`src/pkg/strap_mux_map.svh`:
```
// How it works
// - Reset low forces all channel logic to defaults and holds it there.
// - Autoconfig selector pins captured at reset release choose stored configuration.
// - After reset autoconfig pins become general I/O zero and one.
// - Factory test strap sampled at reset release; high enters factory test.
// - After reset factory test pin becomes general I/O two.
// - Interface bit zero sampled at reset release, combined with bit one.
// - After reset interface bit zero pin becomes active-low SPI select input.
// - Interface bit one sampled at reset release to set interface mode.
// - After reset interface bit one pin becomes SPI read data output.
`ifndef STRAP_MUX_MAP_SVH
`define STRAP_MUX_MAP_SVH
`define RST_MIN_LOW_NS 100
`define CLK_PERIOD_NS 40
`define GPIO_COUNT 3
`define AC_WIDTH 2
`define IF_WIDTH 2
`define STRAP_RESET_VAL 1'b0
`define GPIO_IDX_TEST 2
`endif

```
`src/pkg/strap_mux_pkg.sv`:
```
package strap_mux_pkg;
  typedef enum logic [1:0] {
    st_reset,
    st_capture,
    st_run
  } phase_t;
  typedef logic [1:0] iface_mode_t;
endpackage

```
`src/pkg/strap_bus_if.sv`:
```
`timescale 1ns/10ps
interface strap_bus_if;
  logic capture;
  logic run;
  modport ctrl (output capture, output run);
  modport user (input capture, input run);
endinterface

```
`src/core/strap_phase.sv`:
```
`timescale 1ns/10ps
`include "strap_mux_map.svh"
module strap_phase (
  input wire logic ref_clk_i,
  input wire logic nrst_i,
  strap_bus_if.ctrl bus
);
  strap_mux_pkg::phase_t phase_q;
  strap_mux_pkg::phase_t phase_d;

  // The first clock after release samples the straps, then the pins change role.
  always_comb begin
    phase_d = phase_q;
    unique case (phase_q)
      strap_mux_pkg::st_reset: phase_d = strap_mux_pkg::st_capture;
      strap_mux_pkg::st_capture: phase_d = strap_mux_pkg::st_run;
      strap_mux_pkg::st_run: phase_d = strap_mux_pkg::st_run;
    endcase
  end

  always_ff @(posedge ref_clk_i or negedge nrst_i) begin
    if (!nrst_i) begin
      phase_q <= strap_mux_pkg::st_reset;
    end else begin
      phase_q <= phase_d;
    end
  end

  assign bus.capture = (phase_q == strap_mux_pkg::st_reset);
  assign bus.run = (phase_q == strap_mux_pkg::st_run);
endmodule // strap_phase

```
`src/core/reset_strap_pin_function_mux.sv`:
```
`timescale 1ns/10ps
`include "strap_mux_map.svh"
module reset_strap_pin_function_mux #(
  parameter int GPIO_N = `GPIO_COUNT
) (
  input wire logic ref_clk_i,
  input wire logic nrst_i,
  input wire logic [1:0] autoconfig_select_i,
  input wire logic test_pin_i,
  input wire logic iface_mode_bit_zero_i,
  input wire logic iface_mode_bit_one_i,
  input wire logic [GPIO_N-1:0] pin_io_config_dir_i,
  input wire logic [GPIO_N-1:0] pin_io_config_out_i,
  input wire logic spi_read_data_i,
  input wire logic spi_read_active_i,
  output logic [GPIO_N-1:0] gpio_out_o,
  output logic [GPIO_N-1:0] gpio_oe_o,
  output logic [GPIO_N-1:0] pin_io_state_o,
  output logic [1:0] autoconfig_sel_o,
  output logic factory_test_o,
  output logic [1:0] iface_mode_o,
  output logic spi_select_low_o,
  output logic miso_out_o,
  output logic miso_oe_o,
  output logic straps_valid_o
);
  // One channel's shared pins. While the reset is low every register below sits at its
  // default and no pin is driven. The first clock after the reset rises takes the straps:
  // the two configuration selector pins, the factory test pin and both interface mode
  // pins. From the third clock on the pins take their run roles: the selector and test
  // pins become general I/O zero to two, interface bit zero becomes the active-low serial
  // select and interface bit one becomes the serial read data output.
  // The straps are reported on dedicated outputs and never move again until reset.
  // The minimum reset width is the board's duty; the logic accepts any width, since an
  // asynchronous reset clears everything at once.
  // Every pin-side output is registered, so all run roles lag their inputs by a clock.

  // Only the three shared general I/O pins exist; any other count has no pins to serve.
  if (GPIO_N != `GPIO_COUNT) begin : gen_gpio_n_check
    $error("GPIO_N must equal the number of shared general I/O pins");
  end

  // The sequencer walks reset, capture and run. The capture step is the first clock after
  // release, so the straps are sampled synchronously; a pin that moves within one clock of
  // the reset edge may be taken either way, which the board must avoid.
  strap_bus_if bus ();

  strap_phase u_phase (
    .ref_clk_i(ref_clk_i),
    .nrst_i(nrst_i),
    .bus(bus)
  );

  // Pin levels of the shared pins, ordered as the general I/O numbers.
  logic [GPIO_N-1:0] pins_in;

  // Captured straps.
  logic [`AC_WIDTH-1:0] ac_q;
  logic [`AC_WIDTH-1:0] ac_d;
  logic test_q;
  logic test_d;
  strap_mux_pkg::iface_mode_t if_q;
  strap_mux_pkg::iface_mode_t if_d;

  // Marks that the straps above have been taken since the last reset.
  logic valid_q;
  logic valid_d;

  // General I/O drive, enable and reported state.
  logic [GPIO_N-1:0] gout_q;
  logic [GPIO_N-1:0] gout_d;
  logic [GPIO_N-1:0] goe_q;
  logic [GPIO_N-1:0] goe_d;
  logic [GPIO_N-1:0] gst_q;
  logic [GPIO_N-1:0] gst_d;

  // Serial select and read data pins.
  logic csn_q;
  logic csn_d;
  logic miso_q;
  logic miso_d;
  logic misooe_q;
  logic misooe_d;

  assign pins_in = {test_pin_i, autoconfig_select_i};

  // Straps are taken by a clocked process after release, never by the reset itself.
  // Once taken they stay put whatever the pins do, until the reset falls again.
  always_comb begin
    ac_d = ac_q;
    test_d = test_q;
    if_d = if_q;
    if (bus.capture) begin
      ac_d = autoconfig_select_i;
      test_d = test_pin_i;
      if_d = {iface_mode_bit_one_i, iface_mode_bit_zero_i};
    end
  end

  // Reset returns the straps to the values of a normal start.
  always_ff @(posedge ref_clk_i or negedge nrst_i) begin
    if (!nrst_i) begin
      ac_q <= '0;
      test_q <= `STRAP_RESET_VAL;
      if_q <= '0;
    end else begin
      ac_q <= ac_d;
      test_q <= test_d;
      if_q <= if_d;
    end
  end

  // The flag rises with the capture and falls only with reset.
  always_comb begin
    valid_d = valid_q;
    if (bus.capture) begin
      valid_d = 1'b1;
    end
  end

  always_ff @(posedge ref_clk_i or negedge nrst_i) begin
    if (!nrst_i) begin
      valid_q <= 1'b0;
    end else begin
      valid_q <= valid_d;
    end
  end

  // General I/O: nothing is driven before the run phase, so a strap resistor never
  // fights the chip while the straps are being sampled. The reported state is the
  // driven value for an output and the pin level for an input.
  for (genvar g = 0; g < GPIO_N; g++) begin : gen_gpio
    always_comb begin
      gout_d[g] = 1'b0;
      goe_d[g] = 1'b0;
      gst_d[g] = 1'b0;
      if (bus.run) begin
        gout_d[g] = pin_io_config_out_i[g];
        goe_d[g] = pin_io_config_dir_i[g];
        if (pin_io_config_dir_i[g]) begin
          gst_d[g] = pin_io_config_out_i[g];
        end else begin
          gst_d[g] = pins_in[g];
        end
      end
    end
  end

  // All general I/O state is cleared by reset, so the pins float to their straps.
  always_ff @(posedge ref_clk_i or negedge nrst_i) begin
    if (!nrst_i) begin
      gout_q <= '0;
      goe_q <= '0;
      gst_q <= '0;
    end else begin
      gout_q <= gout_d;
      goe_q <= goe_d;
      gst_q <= gst_d;
    end
  end

  // The select reads high (idle) outside the run phase, so no access can start
  // while the pin still serves as a strap.
  always_comb begin
    csn_d = 1'b1;
    if (bus.run) begin
      csn_d = iface_mode_bit_zero_i;
    end
  end

  always_ff @(posedge ref_clk_i or negedge nrst_i) begin
    if (!nrst_i) begin
      csn_q <= 1'b1;
    end else begin
      csn_q <= csn_d;
    end
  end

  // Read data is enabled only while a read is active and the select pin is low, so
  // the pin is released as soon as the master deselects. The enable follows the
  // select by one clock, a limitation the master must allow for.
  always_comb begin
    miso_d = 1'b0;
    misooe_d = 1'b0;
    if (bus.run) begin
      miso_d = spi_read_data_i;
      misooe_d = spi_read_active_i & ~iface_mode_bit_zero_i;
    end
  end

  // The read data pin is released during reset so it can act as a strap again.
  always_ff @(posedge ref_clk_i or negedge nrst_i) begin
    if (!nrst_i) begin
      miso_q <= 1'b0;
      misooe_q <= 1'b0;
    end else begin
      miso_q <= miso_d;
      misooe_q <= misooe_d;
    end
  end

  // Every output is a register; these only rename them.
  assign autoconfig_sel_o = ac_q;
  assign factory_test_o = test_q;
  assign iface_mode_o = if_q;
  assign straps_valid_o = valid_q;
  assign gpio_out_o = gout_q;
  assign gpio_oe_o = goe_q;
  assign pin_io_state_o = gst_q;
  assign spi_select_low_o = csn_q;
  assign miso_out_o = miso_q;
  assign miso_oe_o = misooe_q;
endmodule // reset_strap_pin_function_mux

```
`config.mk`:
```
export PLATFORM = sky130hd
export DESIGN_NAME = reset_strap_pin_function_mux
export DESIGN_NICKNAME = d
export VERILOG_FILES = /design/src/pkg/strap_mux_pkg.sv /design/src/pkg/strap_bus_if.sv /design/src/core/strap_phase.sv /design/src/core/reset_strap_pin_function_mux.sv
export VERILOG_INCLUDE_DIRS = /design/src /design/src/pkg
export SDC_FILE = /design/constraint.sdc
export NUM_CORES = 1
export LEC_CHECK = 0
export ABC_AREA = 1
export BUFFER_PORTS_ARGS = -buffer_cell sky130_fd_sc_hd__clkbuf_2
export CORE_MARGIN = 5
export CORE_UTILIZATION = 44
export DETAILED_ROUTE_END_ITERATION = 7
export GPL_ROUTABILITY_DRIVEN = 0
export GPL_TIMING_DRIVEN = 0
export HOLD_SLACK_MARGIN = 0.12
export PLACE_DENSITY = 0.83
export SLEW_MARGIN = 20
export SYNTH_ARGS = -nofsm -noshare
export SYNTH_HDL_FRONTEND = slang
export SYNTH_SLANG_ARGS = --single-unit
export TNS_END_PERCENT = 50
```
`constraint.sdc`:
```
create_clock -name ref_clk_i -period 1.55 [get_ports ref_clk_i]
set_clock_uncertainty 0.2 [all_clocks]
set_input_delay 0.0775 -clock ref_clk_i [delete_from_list [all_inputs] [get_ports ref_clk_i]]
set_output_delay 0.0775 -clock ref_clk_i [all_outputs]
set_load 0.02 [all_outputs]
```
==> results.md <==
- Status: completed
- Leak: 0.655 nW
- DR vias: around 640
- Total Wirelength: ~1.7 mm
- Critical Path AT: 1580 ps
- Layout area overhead: 48.1%
- Placed Instance Area: ~920 um2
- Global Route Usage Sum: 14.5%
- RSZ-0062 raised after global routing: false
- Syn Area/Cell: between 9 and 10 um2
- Worst path slowest cell: dlygate4sd3_1
- Fin crit period: 1390 ps
- CTS tree: built
- Crit-path max cell delay: roughly 560 ps
- Design area: 1100 um2
- Bufs on Longest Clock Path: 2
- Final Setup Violations: 0
- Clk pin slew, worst setup/hold paths: ~100 ps
- Clock Power Share: 25.9%
- CP Cell Sequence: dlygate4sd3_1 > dlygate4sd3_1 > clkbuf_2
- Flop pwr share: 58.9%
- Seq/Total Area, Yosys: around 68%
- I/O pin cnt: 33
- ANT cells: 0
- WL/cell: 11.8 um
- Routed Antenna Nets: 0
- H-tree lvl count: 1
- Worst hold path class: reg2reg
- Most frequent cells in the layout: clkbuf_2 (32), nand2_1 (28), dfrtp_1 (19)
- Core Rows: 14
- Postcts setup bufs: 0
- First-pass GRT wire length: 2.79 mm
- Layout cells sized above 1: 30.2%
- Sink Count: 20
- NumNets Final: 144
- Total power divided by cell area: 859 nW/um2
- Kind of critical path: in2async
- Cts bufs inserted: 3
- FMAX: 721 MHz
- #FFs+latches synth: 20
- NetSw: 233 uW
- Leading cell type in the layout, fill and taps excluded: clkbuf_2
- Synth Instances: 75
- Core area: 1560 um2
- Vert. Die Dim: 51.1 um
- Via-to-Cell Ratio: 4.48
- Worst-path maximum fanout: 20
- Int Power: 711 uW
- Comb power frac: 15.2%
- Overflow after GRT: 0
- Max IR drop VDD: 0.000459 V
- YS warnings: 0
- CP endpoint kind: asynchronous set/reset pin
- Die area: 2610 um2
- DIE WIDTH: 51.1 um
- Crit-path most repeated cell: dlygate4sd3_1
- Pre-antenna DRT Iters: 3
- Initial DRC Count: 6
- Startpoint Class: input pin
- Max-slew headroom: 68.4%
- Final hold viol count: 0
- # DRC: 0
- Vias in the first global route: between 600 and 700
- Syn Nets: between 90 and 100
- Worst-margin pin slew: 474 ps
- Max Slew Vio Count: 0
- Max-Cap Viols: 0
- Post-Syn Area: 742 um2
- Starting Density: 47.6%
- Antenna violations before repair: 0
- Port bufs: 32
- Switching share of power: 24.7%
- Fin crit share: 89.4%
- Distinct cells, synth: 10
- Pin count of the biggest net entering global routing: 21
- Fin Setup TNS: 0 ps
- Clk_lat worst skew: 280 ps
- DP HPWL: 1.16 mm
- Clk root buf: clkbuf_4
- Critical Path RT: 1740 ps
## power groups by stage
| stage | Clock (mW) | Sequential, mW | Combinational, mW |
|---|---|---|---|
| after floorplan | 0 | 0.598 | 0.0213 |
| after global placement | 0 | 0.565 | 0.111 |
| after detailed placement | 0 | 0.566 | 0.115 |
| after CTS | 0.255 | 0.556 | 0.144 |
| after global routing | 0.275 | 0.559 | 0.157 |
| final | 0.245 | 0.556 | 0.143 |
## final cells by class
cell class	count	area, um2
plain buffers	1	11.3
fillers	134	460
repair buffers	47	310
clock buffers	4	26.3
flip-flops and latches	20	502
multi-input cells	39	173
well taps	16	20.0
inverters	15	56.3
## sequential cells by signal, summed over array words and instances, names as in the netlist
register          cells
miso_oe_o             1
gpio_out_o            3
gpio_oe_o             3
factory_test_o        1
straps_valid_o        1
iface_mode_o          2
autoconfig_sel_o      2
miso_out_o            1
spi_select_low_o      1
u_phase.phase_q       2
pin_io_state_o        3
## metrics by stage
| stage | hold WS (ps) | std cells | setup slack (ps) | util [%] | total power [mW] |
|---|---|---|---|---|---|
| 2_1_floorplan | -418 | 75 | 399 | - | 0.619 |
| 3_3_place_gp | -152 | 123 | 328 | 59.1 | 0.676 |
| 3_5_place_dp | -140 | 123 | 286 | 59.1 | 0.680 |
| 4_1_cts | 285 | 142 | 176 | 70.5 | 0.955 |
| 5_1_grt | 308 | 142 | 60.6 | 70.5 | 0.991 |
| 6_report | 276 | 142 | 164 | 70.5 | 0.944 |
## final timing paths
check	depth (start not counted)	endpoint	from	slack, ps
setup / recovery	3	spi_select_low_o	nrst_i	160
hold / removal	1	straps_valid_o	straps_valid_o	280
setup reg to reg	5	autoconfig_sel_o[0]	u_phase.phase_q[0]	280
hold reg to reg	1	straps_valid_o	straps_valid_o	280
max in group ref_clk_i	5	autoconfig_sel_o[0]	u_phase.phase_q[0]	280
min in group asynchronous	3	iface_mode_o[1]	nrst_i	630
## timing repair
| action | 4_1_cts | 5_1_grt |
|---|---|---|
| resized for setup | 0 | 0 |
| hold buffers | 15 | 0 |
| endpoints found under the hold margin | 37 | 0 |
## critical path, delay by kind of cell
kind,cells,cell delay (ps)
buffers and inverters,3,1500
## logic make-up after synthesis
| group | after synthesis | share of synthesized area (%) |
|---|---|---|
| AND/OR/NAND/NOR | 37 | 19.9 |
| buffers and inverters | 16 | 9.11 |
| flip-flops | 20 | 67.6 |
| adder cells (fa/ha/maj) | 2 | 3.37 |
## cells in the mapped netlist
cell      n  share of area [%]
ha_1      2                3.4
dfstp_2   1                3.5
buf_6     1                1.5
inv_1    14                7.1
nor3b_1   1                1.0
dfrtp_1  19                 64
nor2_1    6                3.0
or2_1     2                1.7
inv_2     1               0.51
nand2_1  28                 14
## routing by layer
layer	GRT usage (%)	vias up	part of all wire (%)
met5	0	-	0
met3	2.33	2	6.3
met4	6.73	0	0.83
met1	15.6	300	39
li1	-	314	-
met2	27.3	20	53
Note: power is estimated with default switching activity, not from simulation.
